==> src/hw/keypad_monitor_pkg.sv <==
// Shared constants for the diagnostic keypad monitor
package keypad_monitor_pkg;

    // ----------------------------------------------------------------
    // Key codes: 5'h00..5'h0F are the hex digit keys
    // ----------------------------------------------------------------
    localparam logic [4:0] KEY_ENTER         = 5'h10;
    localparam logic [4:0] KEY_SELECT        = 5'h11;
    localparam logic [4:0] KEY_SHOW_LOCATION = 5'h12;
    localparam logic [4:0] KEY_WRITE_BYTE    = 5'h13;
    localparam logic [4:0] KEY_WATCH         = 5'h14;
    localparam logic [4:0] KEY_RUN_ROUTINE   = 5'h15;
    localparam logic [4:0] KEY_CLEAR         = 5'h16;
    localparam logic [4:0] KEY_RESET         = 5'h17;

    // ----------------------------------------------------------------
    // Display character codes: 5'h00..5'h0F show the hex digit
    // ----------------------------------------------------------------
    localparam logic [4:0] CH_BLANK = 5'h10;
    localparam logic [4:0] CH_QUERY = 5'h11;
    localparam logic [4:0] CH_DASH  = 5'h12;
    localparam logic [4:0] CH_AT    = 5'h13;
    localparam logic [4:0] CH_LIT   = 5'h14;

    // ----------------------------------------------------------------
    // Widths, reset values and timing
    // ----------------------------------------------------------------
    localparam int unsigned ADDR_DIGITS = 4;
    localparam int unsigned BYTE_DIGITS = 2;
    localparam logic [15:0] ADDR_RESET  = 16'h0000;
    localparam int unsigned CLK_PERIOD_NS  = 40;
    localparam int unsigned FLASH_HALF_NS  = 50_000_000;
    localparam int unsigned FLASH_HALF_CYC = FLASH_HALF_NS / CLK_PERIOD_NS;

endpackage : keypad_monitor_pkg

==> src/hw/diagnostic_keypad_monitor.sv <==
// Keypad command interpreter and four-character display driver
`timescale 1ns/1ps
`default_nettype none
module diagnostic_keypad_monitor #(
    parameter int unsigned FLASH_HALF = keypad_monitor_pkg::FLASH_HALF_CYC
) (
    // Clock and reset
    input  wire logic        clk_i,
    input  wire logic        rst_n_i,
    // Keypad pins
    input  wire logic        key_down_i,
    input  wire logic [4:0]  key_code_i,
    // Unit status
    input  wire logic        online_i,
    input  wire logic        mach_check_i,
    input  wire logic [11:0] mach_fault_i,
    // Controller memory bus
    output logic             mem_req_o,
    output logic             mem_we_o,
    output logic [15:0]      mem_addr_o,
    output logic [7:0]       mem_wdata_o,
    input  wire logic        mem_ack_i,
    input  wire logic [7:0]  mem_rdata_i,
    // Routine launcher
    output logic             diag_start_o,
    output logic             diag_abort_o,
    output logic [7:0]       diag_id_o,
    input  wire logic        diag_done_i,
    input  wire logic        diag_fail_i,
    input  wire logic [11:0] diag_fault_i,
    // Display, position 3 leftmost
    output logic [19:0]      disp_o
);
    // ----------------------------------------------------------------
    // Types and helpers
    // ----------------------------------------------------------------
    typedef enum logic [2:0] {
        S_IDLE, S_ADDR, S_SHOW, S_DATA, S_BYTE, S_ID, S_MEM, S_PROBE
    } panel_e;

    // Digits beyond n are blank; a bare prompt shows w question marks
    function automatic logic [19:0] hex_view(input logic [15:0] v,
                                             input logic [2:0]  n,
                                             input logic [2:0]  w);
        logic [19:0] r;
        r = {4{keypad_monitor_pkg::CH_BLANK}};
        for (int i = 0; i < 4; i++) begin
            if (3'(i) < n) begin
                r[5*i+:5] = {1'b0, v[4*i+:4]};
            end else if (n == 3'd0 && 3'(i) < w) begin
                r[5*i+:5] = keypad_monitor_pkg::CH_QUERY;
            end
        end
        return r;
    endfunction : hex_view

    function automatic logic [19:0] fault_view(input logic [11:0] f);
        return {keypad_monitor_pkg::CH_BLANK, 1'b0, f[11:8], 1'b0, f[7:4],
                1'b0, f[3:0]};
    endfunction : fault_view

    function automatic logic read_fn(input logic [4:0] c);
        return !c[4] || c == keypad_monitor_pkg::KEY_ENTER
            || c == keypad_monitor_pkg::KEY_CLEAR
            || c == keypad_monitor_pkg::KEY_RESET
            || c == keypad_monitor_pkg::KEY_SELECT
            || c == keypad_monitor_pkg::KEY_WATCH
            || c == keypad_monitor_pkg::KEY_SHOW_LOCATION;
    endfunction : read_fn

    localparam logic [2:0] AW = 3'(keypad_monitor_pkg::ADDR_DIGITS);
    localparam logic [2:0] BW = 3'(keypad_monitor_pkg::BYTE_DIGITS);

    // ----------------------------------------------------------------
    // Keypad input and flash timing
    // ----------------------------------------------------------------
    logic [5:0]  key_s;
    logic        held_q;
    logic        press;
    logic [4:0]  code;
    logic        flash_tick;
    logic        flash_on;

    keypad_sync #(.W(6)) u_sync (
        .clk_i    (clk_i),
        .rst_n_i  (rst_n_i),
        .raw_i    ({key_down_i, key_code_i}),
        .stable_o (key_s)
    );

    flash_divider #(.HALF(FLASH_HALF)) u_flash (
        .clk_i   (clk_i),
        .rst_n_i (rst_n_i),
        .tick_o  (flash_tick),
        .phase_o (flash_on)
    );

    always_ff @(posedge clk_i) begin
        if (!rst_n_i) begin
            held_q <= 1'b0;
        end else begin
            held_q <= key_s[5];
        end
    end

    assign press = key_s[5] && !held_q;
    assign code  = key_s[4:0];

    // ----------------------------------------------------------------
    // Panel state
    // ----------------------------------------------------------------
    panel_e      st_q;
    logic [15:0] entry_q;
    logic [2:0]  cnt_q;
    logic [15:0] cur_addr_q;
    logic [7:0]  data_q;
    logic        probe_q;
    logic        run_q;
    logic        err_q;
    logic [11:0] fault_q;
    logic [7:0]  id_q;
    logic        start_q;
    logic        abort_q;
    logic        req_q;
    logic        we_q;
    logic [15:0] maddr_q;
    logic [7:0]  wdata_q;
    logic        acc;
    logic [15:0] next_addr;
    logic [15:0] enter_addr;
    logic [2:0]  cap;
    logic        quit_q;
    logic        quit;

    assign acc = press && !online_i && !mach_check_i
              && (!run_q || read_fn(code));
    assign next_addr  = cur_addr_q + 16'h0001;
    assign enter_addr = (cnt_q == 3'd0) ? cur_addr_q : entry_q;
    assign cap        = (st_q == S_ADDR) ? AW : BW;
    assign quit       = acc && code == keypad_monitor_pkg::KEY_CLEAR && probe_q;

    // Address store is reset only by power-on reset, never by routines
    always_ff @(posedge clk_i) begin
        if (!rst_n_i) begin
            st_q       <= S_IDLE;
            entry_q    <= 16'h0000;
            cnt_q      <= 3'd0;
            cur_addr_q <= keypad_monitor_pkg::ADDR_RESET;
            data_q     <= 8'h00;
            probe_q    <= 1'b0;
            run_q      <= 1'b0;
            err_q      <= 1'b0;
            fault_q    <= 12'h000;
            id_q       <= 8'h00;
            start_q    <= 1'b0;
            abort_q    <= 1'b0;
            req_q      <= 1'b0;
            we_q       <= 1'b0;
            maddr_q    <= 16'h0000;
            wdata_q    <= 8'h00;
            quit_q     <= 1'b0;
        end else begin
            start_q <= 1'b0;
            abort_q <= 1'b0;
            // A clear during a watch read must not be lost to the bus wait
            if (quit && st_q == S_MEM) begin
                quit_q <= 1'b1;
            end
            if (run_q && diag_done_i) begin
                run_q   <= 1'b0;
                err_q   <= diag_fail_i;
                fault_q <= diag_fault_i;
                if (st_q != S_MEM) begin
                    st_q <= S_IDLE;
                end
            end
            if (acc && code == keypad_monitor_pkg::KEY_RESET) begin
                st_q  <= S_IDLE;
                err_q <= 1'b0;
                cnt_q <= 3'd0;
                req_q <= 1'b0;
                we_q  <= 1'b0;
                quit_q <= 1'b0;
                if (run_q) begin
                    run_q   <= 1'b0;
                    abort_q <= 1'b1;
                end
            end else if (acc && st_q != S_MEM) begin
                if (code[4] && code != keypad_monitor_pkg::KEY_ENTER
                        && code != keypad_monitor_pkg::KEY_CLEAR) begin
                    err_q <= 1'b0;
                end
                case (code)
                    keypad_monitor_pkg::KEY_SELECT,
                    keypad_monitor_pkg::KEY_WATCH: begin
                        st_q    <= S_ADDR;
                        probe_q <= (code == keypad_monitor_pkg::KEY_WATCH);
                        cnt_q   <= 3'd0;
                        entry_q <= 16'h0000;
                    end
                    keypad_monitor_pkg::KEY_SHOW_LOCATION: begin
                        st_q    <= S_SHOW;
                        probe_q <= 1'b0;
                    end
                    keypad_monitor_pkg::KEY_WRITE_BYTE: begin
                        if (st_q == S_DATA && !run_q) begin
                            st_q    <= S_BYTE;
                            cnt_q   <= 3'd0;
                            entry_q <= 16'h0000;
                        end
                    end
                    keypad_monitor_pkg::KEY_RUN_ROUTINE: begin
                        st_q    <= S_ID;
                        cnt_q   <= 3'd0;
                        entry_q <= 16'h0000;
                    end
                    keypad_monitor_pkg::KEY_CLEAR: begin
                        if ((st_q == S_ADDR || st_q == S_BYTE || st_q == S_ID)
                                && cnt_q != 3'd0) begin
                            cnt_q   <= 3'd0;
                            entry_q <= 16'h0000;
                        end else begin
                            st_q <= S_IDLE;
                        end
                    end
                    keypad_monitor_pkg::KEY_ENTER: begin
                        case (st_q)
                            S_ADDR: begin
                                cur_addr_q <= enter_addr;
                                maddr_q    <= enter_addr;
                                req_q      <= 1'b1;
                                st_q       <= S_MEM;
                            end
                            S_SHOW: begin
                                maddr_q <= cur_addr_q;
                                req_q   <= 1'b1;
                                st_q    <= S_MEM;
                            end
                            S_DATA: begin
                                cur_addr_q <= next_addr;
                                maddr_q    <= next_addr;
                                req_q      <= 1'b1;
                                st_q       <= S_MEM;
                            end
                            S_BYTE: begin
                                if (cnt_q != 3'd0) begin
                                    maddr_q <= cur_addr_q;
                                    wdata_q <= entry_q[7:0];
                                    we_q    <= 1'b1;
                                    req_q   <= 1'b1;
                                    st_q    <= S_MEM;
                                end
                            end
                            S_ID: begin
                                if (cnt_q != 3'd0) begin
                                    id_q    <= entry_q[7:0];
                                    start_q <= 1'b1;
                                    run_q   <= 1'b1;
                                    st_q    <= S_IDLE;
                                end
                            end
                            default: begin
                            end
                        endcase
                    end
                    default: begin
                        if (!code[4] && (st_q == S_ADDR || st_q == S_BYTE
                                || st_q == S_ID)) begin
                            entry_q <= {entry_q[11:0], code[3:0]};
                            if (cnt_q < cap) begin
                                cnt_q <= cnt_q + 3'd1;
                            end
                        end
                    end
                endcase
            end else if (st_q == S_MEM && mem_ack_i) begin
                if (we_q) begin
                    we_q <= 1'b0;
                end else begin
                    req_q  <= 1'b0;
                    data_q <= mem_rdata_i;
                    st_q   <= !probe_q ? S_DATA : (quit || quit_q) ? S_IDLE : S_PROBE;
                    quit_q <= 1'b0;
                end
            end else if (st_q == S_PROBE && flash_tick) begin
                maddr_q <= cur_addr_q;
                req_q   <= 1'b1;
                st_q    <= S_MEM;
            end
        end
    end

    // ----------------------------------------------------------------
    // Display
    // ----------------------------------------------------------------
    logic [19:0] disp_d;
    logic [19:0] disp_q;
    logic [19:0] data_view;

    assign data_view = hex_view({8'h00, data_q}, BW, BW);

    always_comb begin
        disp_d = {4{keypad_monitor_pkg::CH_BLANK}};
        if (online_i) begin
            disp_d = {4{keypad_monitor_pkg::CH_BLANK}};
        end else if (mach_check_i) begin
            disp_d = fault_view(mach_fault_i);
        end else if (held_q) begin
            disp_d = {4{keypad_monitor_pkg::CH_LIT}};
        end else begin
            case (st_q)
                S_IDLE: begin
                    if (err_q) begin
                        disp_d = fault_view(fault_q);
                    end else if (run_q) begin
                        disp_d = {keypad_monitor_pkg::CH_AT, 1'b0, id_q[7:4],
                                  1'b0, id_q[3:0],
                                  keypad_monitor_pkg::CH_BLANK};
                    end else begin
                        disp_d = {4{keypad_monitor_pkg::CH_DASH}};
                    end
                end
                S_ADDR:  disp_d = hex_view(entry_q, cnt_q, AW);
                S_SHOW:  disp_d = hex_view(cur_addr_q, AW, AW);
                S_BYTE,
                S_ID:    disp_d = hex_view(entry_q, cnt_q, BW);
                S_PROBE: begin
                    if (flash_on) begin
                        disp_d = data_view;
                    end
                end
                S_DATA,
                S_MEM: begin
                    // Old byte stays up while the bus answers
                    if (!probe_q || flash_on) begin
                        disp_d = data_view;
                    end
                end
                default: disp_d = {4{keypad_monitor_pkg::CH_DASH}};
            endcase
        end
    end

    always_ff @(posedge clk_i) begin
        if (!rst_n_i) begin
            disp_q <= {4{keypad_monitor_pkg::CH_BLANK}};
        end else begin
            disp_q <= disp_d;
        end
    end

    // ----------------------------------------------------------------
    // Outputs
    // ----------------------------------------------------------------
    assign disp_o       = disp_q;
    assign mem_req_o    = req_q;
    assign mem_we_o     = we_q;
    assign mem_addr_o   = maddr_q;
    assign mem_wdata_o  = wdata_q;
    assign diag_start_o = start_q;
    assign diag_abort_o = abort_q;
    assign diag_id_o    = id_q;

endmodule : diagnostic_keypad_monitor
`default_nettype wire

==> src/hw/keypad_sync.sv <==
// Three-stage synchroniser for the keypad pins
`timescale 1ns/1ps
`default_nettype none
module keypad_sync #(
    parameter int unsigned W = 6
) (
    // Clock and reset
    input  wire logic         clk_i,
    input  wire logic         rst_n_i,
    // Pins and settled levels
    input  wire logic [W-1:0] raw_i,
    output logic      [W-1:0] stable_o
);
    logic [W-1:0] s1_q;
    logic [W-1:0] s2_q;
    logic [W-1:0] s3_q;
    logic [W-1:0] stable_q;

    always_ff @(posedge clk_i) begin
        if (!rst_n_i) begin
            s1_q <= '0;
            s2_q <= '0;
            s3_q <= '0;
        end else begin
            s1_q <= raw_i;
            s2_q <= s1_q;
            s3_q <= s2_q;
        end
    end

    // A bit moves only once stages two and three agree
    for (genvar i = 0; i < W; i++) begin : g_bit
        always_ff @(posedge clk_i) begin
            if (!rst_n_i) begin
                stable_q[i] <= 1'b0;
            end else if (s2_q[i] == s3_q[i]) begin
                stable_q[i] <= s3_q[i];
            end
        end
    end

    assign stable_o = stable_q;
endmodule : keypad_sync
`default_nettype wire

==> src/hw/flash_divider.sv <==
// Divider giving the flash phase for the watched byte
`timescale 1ns/1ps
`default_nettype none
module flash_divider #(
    parameter int unsigned HALF = 1_250_000
) (
    // Clock and reset
    input  wire logic clk_i,
    input  wire logic rst_n_i,
    // Enable pulse and phase
    output logic      tick_o,
    output logic      phase_o
);
    localparam int unsigned CW = $clog2(HALF + 1);
    localparam logic [CW-1:0] LAST = CW'(HALF - 1);

    logic [CW-1:0] cnt_q;
    logic          phase_q;

    always_ff @(posedge clk_i) begin
        if (!rst_n_i) begin
            cnt_q   <= '0;
            phase_q <= 1'b1;
        end else if (cnt_q == LAST) begin
            cnt_q   <= '0;
            phase_q <= ~phase_q;
        end else begin
            cnt_q <= cnt_q + CW'(1);
        end
    end

    assign tick_o  = (cnt_q == LAST);
    assign phase_o = phase_q;
endmodule : flash_divider
`default_nettype wire

==> config.mk <==
export PLATFORM = sky130hd
export DESIGN_NAME = diagnostic_keypad_monitor
export DESIGN_NICKNAME = d
export VERILOG_FILES = /design/src/hw/keypad_monitor_pkg.sv /design/src/hw/diagnostic_keypad_monitor.sv /design/src/hw/keypad_sync.sv /design/src/hw/flash_divider.sv
export SDC_FILE = /design/constraint.sdc
export NUM_CORES = 1
export LEC_CHECK = 0
export ABC_AREA = 0
export ABC_CLOCK_PERIOD_IN_PS = 2900
export BUFFER_PORTS_ARGS = -buffer_cell sky130_fd_sc_hd__buf_2
export CAP_MARGIN = 20
export CORE_ASPECT_RATIO = 1.75
export CORE_MARGIN = 4
export CORE_UTILIZATION = 44
export CTS_CLUSTER_DIAMETER = 80
export DETAILED_ROUTE_END_ITERATION = 10
export GPL_ROUTABILITY_DRIVEN = 0
export GPL_TIMING_DRIVEN = 0
export PLACE_DENSITY_LB_ADDON = 0.1
export SLEW_MARGIN = 20
export SYNTH_ARGS = -nofsm -noshare
export SYNTH_HDL_FRONTEND = slang
export SYNTH_SLANG_ARGS = --single-unit
export TNS_END_PERCENT = 5
==> constraint.sdc <==
create_clock -name clk_i -period 2.9 [get_ports clk_i]
set_input_delay 0.58 -clock clk_i [delete_from_list [all_inputs] [get_ports clk_i]]
set_output_delay 0.58 -clock clk_i [all_outputs]
set_load 0.02 [all_outputs]
Word-level counts from Yosys, hierarchy flattened --
Cells that the tools add are included.
Word-level totals: flip-flop bits (word level) 165, word-level logic and storage cells 224, RAM bits 0, input bits 45, memories kept 0, bits in latches 0, bits in read-only memories 0, output and inout bits 56
Cells by class: magnitude comparators 5, shift-type cells 0, mux-type cells 74, div/mod/pow operators 0, bitwise logic cells 8, reduce and logical (&&, ||, !) cells 67, add/subtract/negate cells 3, equality and inequality tests 35, multiply operators 0
Operators by type and width (number):
- two-way mux 16 bit | 10
- case mux 16 bit (4 select lines) | 2
- case mux 20 bit (6 select lines) | 1
- two-way mux 3 bit | 17
- == test 5 bit (second input constant) | 8
- case mux 16 bit (2 select lines) | 1
- two-way mux 5 bit | 6
- two-way mux 1 bit | 27
- adder 21 x 1 -> 21 bit (second input constant) | 1
- == test 21 bit (second input constant) | 1
- two-way mux 10 bit | 2
- two-way mux 18 bit | 1
- case mux 3 bit (6 select lines) | 1
- AND reduction 6 bit | 3
- logical AND 1 bit | 17
- two-way mux 17 bit | 1
- adder 16 x 1 -> 16 bit (second input constant) | 1
- two-way mux 15 bit | 1
- AND reduction 5 bit | 3
- OR reduction 2 bit | 7
- == test 3 bit (second input constant) | 4
- case mux 3 bit (4 select lines) | 1
- AND reduction 4 bit | 3
- logical OR 1 bit | 11
- 26 further kinds | 62

Longest topological paths before layout --
depth in word-level cells 17, depth in mapped cells 10, gate-level depth less buffers 8

Modules after synthesis --
Synthesis repeated with hierarchy kept, for this count alone.
Second synthesis, totals: cells, all modules 1024, area total of the unflattened synthesis 8325.5 µm²
Modules (own cells, without submodules):
- diagnostic_keypad_monitor | area an instance 6605.1 µm², instances 1, cells an instance 845, sequential area each 2382.3 µm²
- flash_divider | area an instance 1009.7 µm², instances 1, cells an instance 117, sequential area each 440.4 µm²
- keypad_sync | area an instance 710.7 µm², instances 1, cells an instance 62, sequential area each 480.5 µm²

Least setup slack after synthesis --
OpenSTA, ideal clock, no wires.
path kind input port to flip-flop, start point input port mach_check_i, end point register cur_addr_q[12], arrival time 2.094 ns, buffers on the path 2, path slack 0.676 ns, data required time 2.770 ns, stages on the path 8, library setup time 0.130 ns, cell sequence clkbuf_1 -> nor4b_1 -> o211a_1 -> and3_1 -> clkbuf_1 -> nand3_1 -> o221ai_1 -> a21oi_1
On the way: cells in the longest elaborated chain, start to end 6, elaborated cells on any way between the ends 7, those cells by class 1 x bitwise; 6 x reduce/logical
RTL lines:
- start: declaration | RTL line diagnostic_keypad_monitor.sv:15 | input wire logic mach_check_i,
- zero test 1 bit * | RTL line diagnostic_keypad_monitor.sv:135 | assign acc = press && !online_i && !mach_check_i
- logical AND 1 bit * | RTL line diagnostic_keypad_monitor.sv:135
- logical AND 1 bit * | RTL line diagnostic_keypad_monitor.sv:136 | && (!run_q || read_fn(code));
- logical AND 1 bit | RTL line diagnostic_keypad_monitor.sv:177 | if (acc && code == keypad_monitor_pkg::KEY_RESET) begin
- NOT 1 bit (no source line)
- AND reduction 4 bit (no source line) *
- end signal: assignment | RTL line diagnostic_keypad_monitor.sv:148 | cur_addr_q <= keypad_monitor_pkg::ADDR_RESET;
- end signal: assignment | RTL line diagnostic_keypad_monitor.sv:229 | cur_addr_q <= enter_addr;
- end signal: assignment | RTL line diagnostic_keypad_monitor.sv:240 | cur_addr_q <= next_addr;
- end: declaration | RTL line diagnostic_keypad_monitor.sv:115 | logic [15:0] cur_addr_q;
Every way passes the cells marked *; elsewhere a longest branch is shown, timed or not. A chain may end at the register's enable or synchronous reset.

Final worst setup path --
start point register cnt_q[1], end point register st_q[0]
On the way: cells in the longest elaborated chain, start to end 5, elaborated cells on any way between the ends 8, those cells by class 6 x mux; 2 x reduce/logical
RTL lines:
- start: declaration | RTL line diagnostic_keypad_monitor.sv:114 | logic [2:0] cnt_q;
- start signal: assignment | RTL line diagnostic_keypad_monitor.sv:271 | cnt_q <= cnt_q + 3'd1;
- nonzero test 3 bit * | RTL line diagnostic_keypad_monitor.sv:219, diagnostic_keypad_monitor.sv:246, diagnostic_keypad_monitor.sv:255
- two-way mux 3 bit (tied with other cells) | RTL line diagnostic_keypad_monitor.sv:255 | if (cnt_q != 3'd0) begin
- case mux 3 bit (3 select lines) / two-way mux 3 bit (equally long branches) | RTL line diagnostic_keypad_monitor.sv:227, diagnostic_keypad_monitor.sv:218
- case mux 3 bit (6 select lines) * | RTL line diagnostic_keypad_monitor.sv:193 | case (code)
- two-way mux 3 bit * | RTL line diagnostic_keypad_monitor.sv:188 | end else if (acc && st_q != S_MEM) begin
- end signal: assignment | RTL line diagnostic_keypad_monitor.sv:282 | st_q <= !probe_q ? S_DATA : (quit || quit_q) ? S_IDLE : S_PROBE;
- end: declaration | RTL line diagnostic_keypad_monitor.sv:112 | panel_e st_q;
Marks and branches as above.

==> run metrics <==
CP Data Required Time roughly 3.3 ns; number of synthesized flops with an enable pin 0; Std-Cell Rows 65; Starting Density ~45%; Max FO, Critical Path 10; nets approximately 1200; clock power share a little under 50%; DP Wirelength 21.4 mm; syn nets ~1100; CTS buffer count 17; Post-Layout Cell Count 1390; unrepaired setup endpoints after global routing false; Post-synth top flop dfxtp_1; fin crit period approximately 2.7 ns; FFs w/ async S/R, synth 0%; first-pass GRT wire length 43.6 mm; worst skew pair latency between 0.4 and 0.5 ns; commonest non-fill, non-tap cells in the layout dfxtp_1, nand2_1, buf_2; total wire length between 20 and 30 mm; internal power 3750 uW; Avg Cell Area, Syn slightly below 8 sq um; Seq/Total Area, Yosys about 41%; register area 0.00330 sq mm; die span in x roughly 110 microns; overall routing resource usage 27.6%; total power between 4000 and 5000 uW; Seq pwr share between 40 and 50%; arrival time worst endpoint 3.06 ns; number of buffer and inverter stages on the critical path 2; clock sinks roughly 170; DR vias/cell just under 6; Final Cycle Share around 94%; outcome finished clean; total grt overflow 0; area of the multi-input gates roughly 0.0043 sq mm; capturing element type of the critical path flop; Mapped Cells a little over 1000; pre-CTS setup slack -0.239 ns; Max stage delay on crit path roughly 0.4 ns; Area after DPL 0.00884 sq mm; maximum vdd drop between 0.5 and 0.6 mV; core area around 0.018 sq mm; WL/cell about 20 microns; Fill cells 1823; area grow syn2layout 18.0%; worst clock skew around 0.0082 ns; vias in the first global route 7983; Yosys Warn Count 0; Hold Crit Class input port to flop; PortBufs 99; count of final setup violators 0; root buf cell clkbuf_16; critical path's top delay family compound AO/OA/AOI/OAI gates; PwrDens between 500 and 600 mW/mm^2; first-pass iteration count of the detailed router 5; # DRC 0; via count a little over 8000; Fin Setup TNS 0 ns; TritonCTS clock tree done; switching share of power a little over a fifth; die area about 0.021 sq mm; share of cells above drive strength 1 approximately 14%; combinational group share of total power just over 3%; largest net degree at the start of global routing 17; n_diodes 0; IO Count between 100 and 150; final setup margin about 0.19 ns; Leak roughly 0.0036 uW; fin. max-slew vios 0; antenna violations before repair 0; initial DRC count around 700; most common cell after layout, fill and taps aside dfxtp_1; register bit count reported by yosys between 150 and 200; placed insts approximately 1400; crit-path cells inv_1, ha_1, nor2b_1, buf_2, o21ai_0, o311ai_1, a2111oi_0, or3_1, a31oi_1; Netlist Area Pre-Place between 0.008 and 0.009 sq mm; clock slew at reported path FFs about 0.07 ns; Crit Path Class flop to flop; Max Root-Sink Buffers 2; chip height 187 microns; startpoint types flop; Yosys cell types 69; Final Hold Vio Count 0; FMAX around 370 MHz; Net Switching 1060 uW; Finished Cell Area 0.00950 sq mm; H-Tree Level Count 4; post-detailed-route count of antenna-violating nets 0; critical path's slowest cell dfxtp_1; max-cap viol count 0; Worst Tran Pin Value 1.06 ns; Max-slew headroom approximately 29%
==> flip-flops by register name, indices dropped and copies added, names as in the netlist, 3 cells and up <==
| name | cells |
|---|---|
| mem_wdata_o | 8 |
| fault_q | 12 |
| entry_q | 16 |
| u_sync.s3_q | 6 |
| u_sync.s2_q | 6 |
| u_sync.stable_o | 6 |
| disp_o | 20 |
| diag_id_o | 8 |
| cnt_q | 3 |
| mem_addr_o | 16 |
| data_q | 8 |
| cur_addr_q | 16 |
| u_sync.s1_q | 6 |
| st_q | 3 |
| u_flash.cnt_q | 21 |
==> synth_stat cells, drive strengths merged (3+ instances only) <==
| master | instances | area share [%] |
|---|---|---|
| and3 | 11 | 0.86 |
| a32oi | 4 | 0.44 |
| nand4 | 11 | 0.86 |
| xor2 | 15 | 1.6 |
| clkbuf | 62 | 2.9 |
| a31oi | 22 | 1.7 |
| nand3 | 51 | 3.2 |
| o21ai | 73 | 4.6 |
| nor2 | 108 | 5.0 |
| or3 | 12 | 0.93 |
| mux2i | 35 | 4.4 |
| o211ai | 4 | 0.37 |
| and2 | 22 | 1.7 |
| a221o | 3 | 0.37 |
| dfxtp | 165 | 41 |
| nor3 | 31 | 2.1 |
| a21oi | 86 | 5.3 |
| nor3b | 3 | 0.28 |
| nand2 | 137 | 6.4 |
| o221ai | 5 | 0.62 |
| ha | 6 | 0.93 |
| o22ai | 12 | 0.93 |
| a22oi | 8 | 0.75 |
| nand2b | 8 | 0.62 |
| nor4 | 11 | 0.93 |
| o31ai | 5 | 0.53 |
| buf | 22 | 1.6 |
| xnor2 | 10 | 1.1 |
| o211a | 5 | 0.62 |
| a211oi | 8 | 0.75 |
| inv | 15 | 0.70 |
| or2 | 4 | 0.31 |
| a221oi | 7 | 0.76 |
| o311ai | 3 | 0.33 |
| nand3b | 3 | 0.28 |
| nor2b | 6 | 0.47 |
| a21o | 4 | 0.37 |
==> through the flow <==
step | hold slack [ns] | util (%)
floorplan | 0.412 | -
global placement | 0.413 | 49.2
detailed placement | 0.417 | 49.2
CTS | 0.336 | 52.6
global route | 0.345 | 52.9
finish | 0.350 | 52.9
==> final timing paths <==
check                        end            from  cells after the start  slack (ns)
setup reg to reg         st_q[0]        cnt_q[1]                      9        0.19
hold / removal    u_sync.s1_q[1]   key_code_i[1]                      2        0.35
setup / recovery         st_q[0]        cnt_q[1]                      9        0.19
hold reg to reg   u_sync.s2_q[1]  u_sync.s1_q[1]                      1        0.43
==> layer usage <==
layer	part of all wire [%]	global-route usage [%]	up-vias	wire [microns]
met5	0	0	-	0
met2	51	47.6	329	14200
met1	36	29.6	3770	10100
met3	5.9	5.80	125	1650
met4	7.1	17.9	0	1970
li1	-	-	3885	-
==> cell type report <==
class,count,share of cell area [%]
Multi-Input combinational cell,759,45.8
Sequential cell,165,34.8
Buffer,84,3.85
Timing Repair Buffer,101,5.37
Inverter,15,0.593
Clock buffer,19,4.77
Clock inverter,13,1.80
Tap cell,234,3.08
==> repair_timing <==
item	4_1_cts	5_1_grt
buffers inserted	0	2
hold buffers	0	0
hold endpoints to repair	0	0
gates resized for setup	0	5
endpoints found under the setup margin	0	20
==> power groups by stage <==
stage	Combinational, uW	Clock (uW)	Sequential (uW)
CTS	148	2400	2300
finish	147	2360	2300
floorplan	60.9	0	2360
global route	163	2490	2300
global placement	147	0	2350
detailed placement	147	0	2350
==> kinds of logic (layout without fill, tap and decap cells) <==
group | Yosys count | in the layout | share of synthesized area [%]
AO/OA/AOI/OAI | 265 | 265 | 20.5
XOR/XNOR | 25 | 25 | 2.72
adder cells (fa/ha/maj) | 7 | 7 | 1.06
buffers and inverters | 99 | 232 | 5.24
flip-flops | 165 | 165 | 41.0
multiplexers | 35 | 35 | 4.35
AND/OR/NAND/NOR | 427 | 427 | 25.1
No activity file was read; power rests on OpenSTA's default activity.
